File: src/core/rtc_value_map.svh
`ifndef RTC_VALUE_MAP_SVH
`define RTC_VALUE_MAP_SVH

// Register byte offsets on the APB bus.
`define OFS_CLOCK_CONTROL 12'h000
`define OFS_ALARM_CONTROL 12'h004
`define OFS_TIME_WINDOW_LOW 12'h008
`define OFS_TIME_WINDOW_HIGH 12'h00C
`define OFS_ALARM_WINDOW_LOW 12'h010
`define OFS_ALARM_WINDOW_HIGH 12'h014

// Control register bit positions.
`define BIT_WRITE_ENABLE 13
`define BIT_HALF_SECOND 11
`define POS_WINDOW_POINTER 8
`define BIT_ALARM_MATCH 0

// Reset values of control state.
`define RST_WINDOW_POINTER 2'h0
`define RST_WRITE_ENABLE 1'h0

// Digit positions inside a 16-bit value register image.
`define POS_MONTH_TENS 12
`define POS_MONTH_UNITS 8
`define POS_DAY_TENS 4
`define POS_DAY_UNITS 0
`define POS_WEEKDAY 8
`define POS_HOUR_TENS 4
`define POS_HOUR_UNITS 0
`define POS_MINUTE_TENS 12
`define POS_MINUTE_UNITS 8
`define POS_SECOND_TENS 4
`define POS_SECOND_UNITS 0
`define POS_YEAR_TENS 4
`define POS_YEAR_UNITS 0

// Rollover limits: tens at its top, units at its top, units after wrap.
`define MONTH_TENS_MAX 1
`define MONTH_UNITS_MAX 2
`define MONTH_UNITS_MIN 1
`define DAY_TENS_MAX 3
`define DAY_UNITS_MAX 1
`define DAY_UNITS_MIN 1
`define HOUR_TENS_MAX 2
`define HOUR_UNITS_MAX 3
`define SIXTY_TENS_MAX 5
`define DIGIT_MAX 9
`define DIGIT_MIN 0
`define WEEKDAY_MAX 3'h6

`endif

File: src/core/rtc_value_pkg.sv
`default_nettype none

package rtc_value_pkg;

	typedef struct packed {
		logic monthTensDigit;
		logic [3:0] monthUnitsDigit;
		logic [1:0] dayTensDigit;
		logic [3:0] dayUnitsDigit;
		logic [2:0] weekdayDigit;
		logic [1:0] hourTensDigit;
		logic [3:0] hourUnitsDigit;
		logic [2:0] minuteTensDigit;
		logic [3:0] minuteUnitsDigit;
		logic [2:0] secondTensDigit;
		logic [3:0] secondUnitsDigit;
	} time_value_type;

	typedef enum logic [1:0] {
		SEL_MINUTE_SECOND = 2'h0,
		SEL_WEEKDAY_HOUR = 2'h1,
		SEL_MONTH_DAY = 2'h2,
		SEL_YEAR = 2'h3
	} window_sel_type;

endpackage

`default_nettype wire

File: src/core/rtc_pin_sync.sv
`default_nettype none

module rtc_pin_sync (
	input wire logic clk_sys, // system clock
	input wire logic rst_n, // synchronous reset, active low
	input wire logic pinIn, // asynchronous pin level
	output logic level, // filtered level
	output logic rise // one-cycle pulse on a filtered rising edge
);

	logic [2:0] stage_reg;
	logic [2:0] stage_next;
	logic level_reg;
	logic level_next;

	always_comb
	begin
		stage_next = {stage_reg[1:0], pinIn};
		level_next = level_reg;
		// The first stage only feeds the second; the decision looks at stages two and three.
		if (stage_reg[1] == stage_reg[2])
		begin
			level_next = stage_reg[2];
		end
	end

	always_ff @(posedge clk_sys)
	begin
		if (!rst_n)
		begin
			stage_reg <= 3'h0;
			level_reg <= 1'h0;
		end
		else
		begin
			stage_reg <= stage_next;
			level_reg <= level_next;
		end
	end

	assign level = level_reg;
	assign rise = level_next & ~level_reg;

endmodule

`default_nettype wire

File: src/core/rtc_bcd_field.sv
`default_nettype none

module rtc_bcd_field #(
	parameter int TENS_WIDTH = 3,
	parameter int TENS_MAX = 5,
	parameter int UNITS_MAX = 9,
	parameter int UNITS_MIN = 0
) (
	input wire logic clk_sys, // system clock
	input wire logic rst_n, // synchronous reset, active low
	input wire logic inc, // advance by one
	input wire logic load, // software write of this field
	input wire logic [TENS_WIDTH-1:0] loadTens, // written tens digit
	input wire logic [3:0] loadUnits, // written units digit
	output logic [TENS_WIDTH-1:0] tens, // tens digit
	output logic [3:0] units, // units digit
	output logic carry // pulse: field wrapped this cycle
);

	if (TENS_WIDTH < 1 || TENS_WIDTH > 4 || TENS_MAX >= (1 << TENS_WIDTH) || UNITS_MAX > 9 || UNITS_MIN > 1)
	begin : badParams
		$error("rtc_bcd_field parameters out of range");
	end

	logic [TENS_WIDTH-1:0] tens_reg;
	logic [TENS_WIDTH-1:0] tens_next;
	logic [3:0] units_reg;
	logic [3:0] units_next;
	logic atTop;

	always_comb
	begin
		tens_next = tens_reg;
		units_next = units_reg;
		atTop = (tens_reg >= TENS_WIDTH'(TENS_MAX)) && (units_reg >= 4'(UNITS_MAX));
		carry = 1'h0;
		// A write beats a count arriving in the same cycle.
		if (load)
		begin
			tens_next = loadTens;
			units_next = loadUnits;
		end
		else if (inc)
		begin
			if (atTop)
			begin
				tens_next = '0;
				units_next = 4'(UNITS_MIN);
				carry = 1'h1;
			end
			else if (units_reg >= 4'h9)
			begin
				units_next = 4'h0;
				tens_next = tens_reg + TENS_WIDTH'(1);
			end
			else
			begin
				units_next = units_reg + 4'h1;
			end
		end
	end

	always_ff @(posedge clk_sys)
	begin
		if (!rst_n)
		begin
			tens_reg <= '0;
			units_reg <= 4'(UNITS_MIN);
		end
		else
		begin
			tens_reg <= tens_next;
			units_reg <= units_next;
		end
	end

	assign tens = tens_reg;
	assign units = units_reg;

endmodule

`default_nettype wire

File: src/core/rtc_bcd_time_alarm_values.sv
`default_nettype none
`include "rtc_value_map.svh"

module rtc_bcd_time_alarm_values #(
	parameter int ADDR_WIDTH = 12
) (
	input wire logic clk_sys, // system clock
	input wire logic rst_n, // synchronous reset, active low
	input wire logic psel, // APB select
	input wire logic penable, // APB enable
	input wire logic pwrite, // APB direction, high for write
	input wire logic [ADDR_WIDTH-1:0] paddr, // APB byte address
	input wire logic [31:0] pwdata, // APB write data
	output logic [31:0] prdata, // APB read data
	output logic pready, // APB ready
	output logic pslverr, // APB error on unmapped address
	input wire logic timebaseTick, // asynchronous half-second timebase
	output rtc_value_pkg::time_value_type timeNow, // running time
	output logic [7:0] yearNow, // running year, BCD
	output logic alarmMatch // alarm equals time
);

	if (ADDR_WIDTH < 5 || ADDR_WIDTH > 32)
	begin : badWidth
		$error("ADDR_WIDTH must hold the register map");
	end

	logic access;
	logic setup;
	logic [11:0] addr;
	logic mapped;
	logic wrCtrl;
	logic wrAlarmCtrl;
	logic wrTimeLow;
	logic wrTimeHigh;
	logic wrAlarmLow;
	logic wrAlarmHigh;
	logic touchTimeHigh;
	logic touchAlarmHigh;
	logic [15:0] imgLow;
	logic [15:0] imgHigh;
	logic halfTick;
	logic secondTick;

	logic writeEnable_reg;
	logic writeEnable_next;
	rtc_value_pkg::window_sel_type timePtr_reg;
	rtc_value_pkg::window_sel_type timePtr_next;
	rtc_value_pkg::window_sel_type alarmPtr_reg;
	rtc_value_pkg::window_sel_type alarmPtr_next;
	logic halfSecond_reg;
	logic halfSecond_next;
	logic [31:0] prdata_reg;
	logic [31:0] prdata_next;
	logic [2:0] weekday_reg;
	logic [2:0] weekday_next;
	rtc_value_pkg::time_value_type alarm_reg;
	rtc_value_pkg::time_value_type alarm_next;
	logic match_reg;
	logic match_next;

	rtc_value_pkg::time_value_type now;
	logic [3:0] yearTens;
	logic [3:0] yearUnits;
	logic [15:0] timeImg;
	logic [15:0] alarmImg;
	logic wrSec;
	logic wrMin;
	logic wrHour;
	logic wrWeekday;
	logic wrDay;
	logic wrMonth;
	logic wrYear;
	logic secCarry;
	logic minCarry;
	logic hourCarry;
	logic dayCarry;
	logic monthCarry;

	assign access = psel & penable;
	assign setup = psel & ~penable;
	assign addr = 12'(paddr);
	assign pready = 1'h1;
	assign mapped = (addr == `OFS_CLOCK_CONTROL) || (addr == `OFS_ALARM_CONTROL)
		|| (addr == `OFS_TIME_WINDOW_LOW) || (addr == `OFS_TIME_WINDOW_HIGH)
		|| (addr == `OFS_ALARM_WINDOW_LOW) || (addr == `OFS_ALARM_WINDOW_HIGH);
	assign pslverr = access & ~mapped;
	assign prdata = prdata_reg;

	assign wrCtrl = access & pwrite & (addr == `OFS_CLOCK_CONTROL);
	assign wrAlarmCtrl = access & pwrite & (addr == `OFS_ALARM_CONTROL);
	assign wrTimeLow = access & pwrite & (addr == `OFS_TIME_WINDOW_LOW);
	assign wrTimeHigh = access & pwrite & (addr == `OFS_TIME_WINDOW_HIGH);
	assign wrAlarmLow = access & pwrite & (addr == `OFS_ALARM_WINDOW_LOW);
	assign wrAlarmHigh = access & pwrite & (addr == `OFS_ALARM_WINDOW_HIGH);
	assign touchTimeHigh = access & (addr == `OFS_TIME_WINDOW_HIGH);
	assign touchAlarmHigh = access & (addr == `OFS_ALARM_WINDOW_HIGH);

	// Each window carries one byte; placing it in a 16-bit image lets one set of positions serve both halves.
	assign imgLow = {8'h00, pwdata[7:0]};
	assign imgHigh = {pwdata[7:0], 8'h00};

	assign wrSec = wrTimeLow & (timePtr_reg == rtc_value_pkg::SEL_MINUTE_SECOND);
	assign wrMin = wrTimeHigh & (timePtr_reg == rtc_value_pkg::SEL_MINUTE_SECOND);
	assign wrHour = wrTimeLow & writeEnable_reg & (timePtr_reg == rtc_value_pkg::SEL_WEEKDAY_HOUR);
	assign wrWeekday = wrTimeHigh & writeEnable_reg & (timePtr_reg == rtc_value_pkg::SEL_WEEKDAY_HOUR);
	assign wrDay = wrTimeLow & writeEnable_reg & (timePtr_reg == rtc_value_pkg::SEL_MONTH_DAY);
	assign wrMonth = wrTimeHigh & writeEnable_reg & (timePtr_reg == rtc_value_pkg::SEL_MONTH_DAY);
	assign wrYear = wrTimeLow & writeEnable_reg & (timePtr_reg == rtc_value_pkg::SEL_YEAR);

	rtc_pin_sync tickSync (
		.clk_sys(clk_sys),
		.rst_n(rst_n),
		.pinIn(timebaseTick),
		.level(),
		.rise(halfTick)
	);

	// The second advances on the tick that ends the second half of a second.
	assign secondTick = halfTick & halfSecond_reg;

	rtc_bcd_field #(.TENS_WIDTH(3), .TENS_MAX(`SIXTY_TENS_MAX), .UNITS_MAX(`DIGIT_MAX), .UNITS_MIN(`DIGIT_MIN)) secField (
		.clk_sys(clk_sys),
		.rst_n(rst_n),
		.inc(secondTick),
		.load(wrSec),
		.loadTens(imgLow[`POS_SECOND_TENS +: 3]),
		.loadUnits(imgLow[`POS_SECOND_UNITS +: 4]),
		.tens(now.secondTensDigit),
		.units(now.secondUnitsDigit),
		.carry(secCarry)
	);

	rtc_bcd_field #(.TENS_WIDTH(3), .TENS_MAX(`SIXTY_TENS_MAX), .UNITS_MAX(`DIGIT_MAX), .UNITS_MIN(`DIGIT_MIN)) minField (
		.clk_sys(clk_sys),
		.rst_n(rst_n),
		.inc(secCarry),
		.load(wrMin),
		.loadTens(imgHigh[`POS_MINUTE_TENS +: 3]),
		.loadUnits(imgHigh[`POS_MINUTE_UNITS +: 4]),
		.tens(now.minuteTensDigit),
		.units(now.minuteUnitsDigit),
		.carry(minCarry)
	);

	rtc_bcd_field #(.TENS_WIDTH(2), .TENS_MAX(`HOUR_TENS_MAX), .UNITS_MAX(`HOUR_UNITS_MAX), .UNITS_MIN(`DIGIT_MIN)) hourField (
		.clk_sys(clk_sys),
		.rst_n(rst_n),
		.inc(minCarry),
		.load(wrHour),
		.loadTens(imgLow[`POS_HOUR_TENS +: 2]),
		.loadUnits(imgLow[`POS_HOUR_UNITS +: 4]),
		.tens(now.hourTensDigit),
		.units(now.hourUnitsDigit),
		.carry(hourCarry)
	);

	rtc_bcd_field #(.TENS_WIDTH(2), .TENS_MAX(`DAY_TENS_MAX), .UNITS_MAX(`DAY_UNITS_MAX), .UNITS_MIN(`DAY_UNITS_MIN)) dayField (
		.clk_sys(clk_sys),
		.rst_n(rst_n),
		.inc(hourCarry),
		.load(wrDay),
		.loadTens(imgLow[`POS_DAY_TENS +: 2]),
		.loadUnits(imgLow[`POS_DAY_UNITS +: 4]),
		.tens(now.dayTensDigit),
		.units(now.dayUnitsDigit),
		.carry(dayCarry)
	);

	rtc_bcd_field #(.TENS_WIDTH(1), .TENS_MAX(`MONTH_TENS_MAX), .UNITS_MAX(`MONTH_UNITS_MAX), .UNITS_MIN(`MONTH_UNITS_MIN)) monthField (
		.clk_sys(clk_sys),
		.rst_n(rst_n),
		.inc(dayCarry),
		.load(wrMonth),
		.loadTens(imgHigh[`POS_MONTH_TENS +: 1]),
		.loadUnits(imgHigh[`POS_MONTH_UNITS +: 4]),
		.tens(now.monthTensDigit),
		.units(now.monthUnitsDigit),
		.carry(monthCarry)
	);

	rtc_bcd_field #(.TENS_WIDTH(4), .TENS_MAX(`DIGIT_MAX), .UNITS_MAX(`DIGIT_MAX), .UNITS_MIN(`DIGIT_MIN)) yearField (
		.clk_sys(clk_sys),
		.rst_n(rst_n),
		.inc(monthCarry),
		.load(wrYear),
		.loadTens(imgLow[`POS_YEAR_TENS +: 4]),
		.loadUnits(imgLow[`POS_YEAR_UNITS +: 4]),
		.tens(yearTens),
		.units(yearUnits),
		.carry()
	);

	assign now.weekdayDigit = weekday_reg;
	assign timeNow = now;
	assign yearNow = {yearTens, yearUnits};
	assign alarmMatch = match_reg;

	// Read images of the selected value registers; unassigned bits stay zero.
	always_comb
	begin
		timeImg = 16'h0000;
		alarmImg = 16'h0000;
		case (timePtr_reg)
			rtc_value_pkg::SEL_MINUTE_SECOND:
			begin
				timeImg[`POS_MINUTE_TENS +: 3] = now.minuteTensDigit;
				timeImg[`POS_MINUTE_UNITS +: 4] = now.minuteUnitsDigit;
				timeImg[`POS_SECOND_TENS +: 3] = now.secondTensDigit;
				timeImg[`POS_SECOND_UNITS +: 4] = now.secondUnitsDigit;
			end
			rtc_value_pkg::SEL_WEEKDAY_HOUR:
			begin
				timeImg[`POS_WEEKDAY +: 3] = now.weekdayDigit;
				timeImg[`POS_HOUR_TENS +: 2] = now.hourTensDigit;
				timeImg[`POS_HOUR_UNITS +: 4] = now.hourUnitsDigit;
			end
			rtc_value_pkg::SEL_MONTH_DAY:
			begin
				timeImg[`POS_MONTH_TENS +: 1] = now.monthTensDigit;
				timeImg[`POS_MONTH_UNITS +: 4] = now.monthUnitsDigit;
				timeImg[`POS_DAY_TENS +: 2] = now.dayTensDigit;
				timeImg[`POS_DAY_UNITS +: 4] = now.dayUnitsDigit;
			end
			default:
			begin
				timeImg[`POS_YEAR_TENS +: 4] = yearTens;
				timeImg[`POS_YEAR_UNITS +: 4] = yearUnits;
			end
		endcase
		case (alarmPtr_reg)
			rtc_value_pkg::SEL_MINUTE_SECOND:
			begin
				alarmImg[`POS_MINUTE_TENS +: 3] = alarm_reg.minuteTensDigit;
				alarmImg[`POS_MINUTE_UNITS +: 4] = alarm_reg.minuteUnitsDigit;
				alarmImg[`POS_SECOND_TENS +: 3] = alarm_reg.secondTensDigit;
				alarmImg[`POS_SECOND_UNITS +: 4] = alarm_reg.secondUnitsDigit;
			end
			rtc_value_pkg::SEL_WEEKDAY_HOUR:
			begin
				alarmImg[`POS_WEEKDAY +: 3] = alarm_reg.weekdayDigit;
				alarmImg[`POS_HOUR_TENS +: 2] = alarm_reg.hourTensDigit;
				alarmImg[`POS_HOUR_UNITS +: 4] = alarm_reg.hourUnitsDigit;
			end
			rtc_value_pkg::SEL_MONTH_DAY:
			begin
				alarmImg[`POS_MONTH_TENS +: 1] = alarm_reg.monthTensDigit;
				alarmImg[`POS_MONTH_UNITS +: 4] = alarm_reg.monthUnitsDigit;
				alarmImg[`POS_DAY_TENS +: 2] = alarm_reg.dayTensDigit;
				alarmImg[`POS_DAY_UNITS +: 4] = alarm_reg.dayUnitsDigit;
			end
			default:
			begin
				alarmImg = 16'h0000;
			end
		endcase
	end

	always_comb
	begin
		writeEnable_next = writeEnable_reg;
		timePtr_next = timePtr_reg;
		alarmPtr_next = alarmPtr_reg;
		halfSecond_next = halfSecond_reg;
		weekday_next = weekday_reg;
		alarm_next = alarm_reg;
		prdata_next = prdata_reg;

		if (wrCtrl)
		begin
			writeEnable_next = pwdata[`BIT_WRITE_ENABLE];
			timePtr_next = rtc_value_pkg::window_sel_type'(pwdata[`POS_WINDOW_POINTER +: 2]);
		end
		else if (touchTimeHigh && timePtr_reg != rtc_value_pkg::SEL_MINUTE_SECOND)
		begin
			timePtr_next = rtc_value_pkg::window_sel_type'(timePtr_reg - 2'h1);
		end

		if (wrAlarmCtrl)
		begin
			alarmPtr_next = rtc_value_pkg::window_sel_type'(pwdata[`POS_WINDOW_POINTER +: 2]);
		end
		else if (touchAlarmHigh && alarmPtr_reg != rtc_value_pkg::SEL_MINUTE_SECOND)
		begin
			alarmPtr_next = rtc_value_pkg::window_sel_type'(alarmPtr_reg - 2'h1);
		end

		if (wrSec)
		begin
			halfSecond_next = 1'h0;
		end
		// A tick in the same cycle as the clear still toggles the flag.
		if (halfTick)
		begin
			halfSecond_next = ~halfSecond_reg;
		end

		if (wrWeekday)
		begin
			weekday_next = imgHigh[`POS_WEEKDAY +: 3];
		end
		else if (hourCarry)
		begin
			weekday_next = (weekday_reg >= `WEEKDAY_MAX) ? 3'h0 : weekday_reg + 3'h1;
		end

		if (wrAlarmLow && alarmPtr_reg == rtc_value_pkg::SEL_MINUTE_SECOND)
		begin
			alarm_next.secondTensDigit = imgLow[`POS_SECOND_TENS +: 3];
			alarm_next.secondUnitsDigit = imgLow[`POS_SECOND_UNITS +: 4];
		end
		if (wrAlarmHigh && alarmPtr_reg == rtc_value_pkg::SEL_MINUTE_SECOND)
		begin
			alarm_next.minuteTensDigit = imgHigh[`POS_MINUTE_TENS +: 3];
			alarm_next.minuteUnitsDigit = imgHigh[`POS_MINUTE_UNITS +: 4];
		end
		if (wrAlarmLow && writeEnable_reg && alarmPtr_reg == rtc_value_pkg::SEL_WEEKDAY_HOUR)
		begin
			alarm_next.hourTensDigit = imgLow[`POS_HOUR_TENS +: 2];
			alarm_next.hourUnitsDigit = imgLow[`POS_HOUR_UNITS +: 4];
		end
		if (wrAlarmHigh && writeEnable_reg && alarmPtr_reg == rtc_value_pkg::SEL_WEEKDAY_HOUR)
		begin
			alarm_next.weekdayDigit = imgHigh[`POS_WEEKDAY +: 3];
		end
		if (wrAlarmLow && writeEnable_reg && alarmPtr_reg == rtc_value_pkg::SEL_MONTH_DAY)
		begin
			alarm_next.dayTensDigit = imgLow[`POS_DAY_TENS +: 2];
			alarm_next.dayUnitsDigit = imgLow[`POS_DAY_UNITS +: 4];
		end
		if (wrAlarmHigh && writeEnable_reg && alarmPtr_reg == rtc_value_pkg::SEL_MONTH_DAY)
		begin
			alarm_next.monthTensDigit = imgHigh[`POS_MONTH_TENS +: 1];
			alarm_next.monthUnitsDigit = imgHigh[`POS_MONTH_UNITS +: 4];
		end

		if (setup)
		begin
			prdata_next = 32'h00000000;
			case (addr)
				`OFS_CLOCK_CONTROL:
				begin
					prdata_next[`BIT_WRITE_ENABLE] = writeEnable_reg;
					prdata_next[`BIT_HALF_SECOND] = halfSecond_reg;
					prdata_next[`POS_WINDOW_POINTER +: 2] = timePtr_reg;
				end
				`OFS_ALARM_CONTROL:
				begin
					prdata_next[`POS_WINDOW_POINTER +: 2] = alarmPtr_reg;
					prdata_next[`BIT_ALARM_MATCH] = match_reg;
				end
				`OFS_TIME_WINDOW_LOW: prdata_next[7:0] = timeImg[7:0];
				`OFS_TIME_WINDOW_HIGH: prdata_next[7:0] = timeImg[15:8];
				`OFS_ALARM_WINDOW_LOW: prdata_next[7:0] = alarmImg[7:0];
				`OFS_ALARM_WINDOW_HIGH: prdata_next[7:0] = alarmImg[15:8];
				default: prdata_next = 32'h00000000;
			endcase
		end

		match_next = (alarm_reg == now);
	end

	always_ff @(posedge clk_sys)
	begin
		if (!rst_n)
		begin
			writeEnable_reg <= `RST_WRITE_ENABLE;
			timePtr_reg <= rtc_value_pkg::window_sel_type'(`RST_WINDOW_POINTER);
			alarmPtr_reg <= rtc_value_pkg::window_sel_type'(`RST_WINDOW_POINTER);
			halfSecond_reg <= 1'h0;
			weekday_reg <= 3'h0;
			alarm_reg <= '0;
			match_reg <= 1'h0;
			prdata_reg <= 32'h00000000;
		end
		else
		begin
			writeEnable_reg <= writeEnable_next;
			timePtr_reg <= timePtr_next;
			alarmPtr_reg <= alarmPtr_next;
			halfSecond_reg <= halfSecond_next;
			weekday_reg <= weekday_next;
			alarm_reg <= alarm_next;
			match_reg <= match_next;
			prdata_reg <= prdata_next;
		end
	end

endmodule

`default_nettype wire

File: config.mk
export PLATFORM = sky130hd
export DESIGN_NAME = rtc_bcd_time_alarm_values
export DESIGN_NICKNAME = d
export VERILOG_FILES = /design/src/core/rtc_value_pkg.sv /design/src/core/rtc_pin_sync.sv /design/src/core/rtc_bcd_field.sv /design/src/core/rtc_bcd_time_alarm_values.sv
export VERILOG_INCLUDE_DIRS = /design/src /design/src/core
export SDC_FILE = /design/constraint.sdc
export NUM_CORES = 1
export LEC_CHECK = 0
export ABC_AREA = 1
export BUFFER_PORTS_ARGS = -buffer_cell sky130_fd_sc_hd__buf_2
export CAP_MARGIN = 30
export CORE_ASPECT_RATIO = 1.5
export CORE_UTILIZATION = 51
export DETAILED_ROUTE_END_ITERATION = 7
export GPL_TIMING_DRIVEN = 0
export PLACE_DENSITY = 0.72
export SETUP_SLACK_MARGIN = 0.4
export SYNTH_ARGS = -nofsm -noshare
export SYNTH_HDL_FRONTEND = slang
export SYNTH_HIERARCHICAL = 1
export SYNTH_SLANG_ARGS = --single-unit
File: constraint.sdc
create_clock -name clk_sys -period 5.7 [get_ports clk_sys]
set_clock_uncertainty 0.05 [all_clocks]
set_input_delay 0.855 -clock clk_sys [delete_from_list [all_inputs] [get_ports clk_sys]]
set_output_delay 0.855 -clock clk_sys [all_outputs]
set_load 0.05 [all_outputs]
==> key figures <==
Yosys
  • Area of the mapped netlist: about 0.007 sq mm
  • Syn Inst Count: approximately 1000
  • Syn avg cell area: 6.70 sq um
  • Yosys warnings: 6

CTS
  • Root Buffer: clkbuf_16
  • Clock latency on the worst-skew pair: approximately 360 ps
  • Clock transition at path regs: 70 ps
  • CTS hold repair buffers: 0
  • CTS max path bufs: 2
  • Clock Sinks: about 100
  • CTS tree: yes
  • H-Tree Depth: 3
  • Cts bufs inserted: 9

Setup path
  • Worst path arrival time: roughly 5000 ps
  • Reg2Reg Capture Point: yearField/tens[3]
  • Worst R2R Setup Slack: around 880 ps
  • Crit path launch type: register
  • Critical Path Sink Type: register
  • Crit path to: yearField/tens[3]
  • RR Startpoint: timePtr_reg[0]
  • Critical path launch point: timePtr_reg[0]
  • Crit Path Max Fanout: 10
  • FF-to-FF path depth: 19
  • WP data required: between 5000 and 6000 ps
  • CP Class: register to register

Cells and area
  • Diode count: 0
  • Syn-to-layout area delta: 14.3%
  • Final Net Count: about 1300
  • Largest register FFs: 34
  • Share of cells above drive strength 1: between 10% and 20%
  • Fillcell total: 1315

Power
  • Final Power: ~1.5 mW
  • Pwr Density: between 150 and 200 mW/mm^2
  • Peak VDD IR: around 0.13 mV
  • Leakage Power: 3.97 nW

Route
  • Vias per cell: roughly 5.6
  • Iter 0 DRT Violations: between 500 and 600
  • Routed Antenna Nets: 0
  • DR DRC count: 12
  • WL final: between 20000 and 25000 um
  • Pre-antenna DRT Iters: 7
  • Vias: around 7400
  • Routed wire per std cell: approximately 17 um

STA
  • Worst-Margin Slew: between 600 and 700 ps
  • Max Freq: between 200 and 250 MHz
  • Max-slew headroom: a little over half
  • Slew Limit Fails: 0
  • Final Hold Viols: 0
  • Hold WS: roughly 360 ps
  • Setup tns final: 0 ps
  • Unrepaired setup endpoints after global routing: false
  • Setup-failing EPs final: 0
  • Clock period minus worst slack: 4820 ps
  • Period utilization: ~85%

Floorplan
  • Chip Width: slightly below 100 um
  • Core Footprint: 0.0135 sq mm
  • Std cell rows: 52
  • Die area: approximately 0.014 sq mm
  • Starting density of the core: between 50% and 60%
  • Die height: roughly 150 um
  • Ports: 127

Status
  • Failing checks: DRC
  • Outcome: finished with violations

Flow run
  • Max Cap Violations: 0

Placement
  • Port Buffers: 84
  • Routability congestion estimate: approximately 0.94
  • HPWL after DPL: about 17000 um

GRT
  • Aggregate global-route resource usage: 31.7%
  • First-pass GRT wire length: approximately 35000 um
  • GR Overflow Total: 0
  • Vias in the first global route: 6742
  • Largest net degree at the start of global routing: 28
  • Initial antenna violation count: 0

Worst hold path
  • Min-Delay Path Class: register to register
critical path, cell delays in order, from the launching register on:
cell and delay, ps:
dfxtp_1 470, inv_1 130, ha_1 300, clkbuf_1 270, nand3_1 180, inv_1 80, buf_2 180, nor4_1 570
inv_1 170, nor4_2 510, inv_1 110, nor3_2 380, nor3b_2 380, inv_1 90, nor2_1 320, nor2_2 110
inv_2 150, nand3_1 100, nor2_1 110, nor2_1 40
cell type report:
class | count | area (sq um) | area share, %
Multi-Input combinational cell | 779 | 4310 | 53.7
Inverter | 143 | 537 | 6.69
Clock inverter | 5 | 61.3 | 0.764
Sequential cell | 99 | 1980 | 24.7
Tap cell | 162 | 203 | 2.53
Buffer | 45 | 280 | 3.49
Timing Repair Buffer | 84 | 420 | 5.24
Clock buffer | 11 | 233 | 2.90
worst min-delay path by stage:
stage | start | to | slack, ps | cells after the start
final | tickSync/stage_reg[0] | tickSync/stage_reg[1] | 360 | 2
after global routing | tickSync/stage_reg[0] | tickSync/stage_reg[1] | 380 | 2
after CTS | tickSync/stage_reg[0] | tickSync/stage_reg[1] | 360 | 2
after detailed placement | tickSync/stage_reg[0] | tickSync/stage_reg[1] | 340 | 2
after global placement | tickSync/stage_reg[0] | tickSync/stage_reg[1] | 340 | 2
after floorplan | tickSync/stage_reg[0] | tickSync/stage_reg[1] | 340 | 2
stage by stage:
step | std cells | util (%) | area [sq um] | setup slack, ps
global route | 1328 | 59.6 | 8020 | 501
finish | 1328 | 59.6 | 8020 | 879
global placement | 1312 | 57.3 | 7710 | 140
floorplan | 1066 | - | 7090 | 1350
detailed placement | 1312 | 57.3 | 7710 | 109
CTS | 1328 | 59.4 | 8010 | 403
what timing repair did:
action | in CTS | in global routing
endpoints found under the setup margin | 0 | 9
buffers inserted | 0 | 0
resized for setup | 0 | 3
routing by layer:
| layer | vias up | track usage, % | part of all wire (%) |
|---|---|---|---|
| met5 | - | 0 | 0 |
| met4 | 0 | 18.2 | 5.3 |
| met3 | 84 | 4.66 | 7.2 |
| met2 | 350 | 54.3 | 48 |
| met1 | 3325 | 37.6 | 39 |
| li1 | 3620 | - | - |
power by group:
group / switching [mW] / total, mW / internal, mW / leakage [nW]
registers: 0.00182 / 0.697 / 0.695 / 0.799
clock network: 0.295 / 0.639 / 0.345 / 0.144
logic: 0.0960 / 0.125 / 0.0294 / 3.02
total: 0.393 / 1.46 / 1.07 / 3.97
cells in the final DEF (no fill, tap or decap), drive strengths merged, types with 24 or more instances in the layout:
| master | instances |
|---|---|
| nand2 | 233 |
| inv | 144 |
| nor2 | 126 |
| buf | 116 |
| dfxtp | 99 |
| nand3 | 86 |
| a21oi | 81 |
| o21ai | 66 |
| ha | 39 |
| nand4 | 33 |
| clkbuf | 24 |
Note: power is estimated with default switching activity, not from simulation.
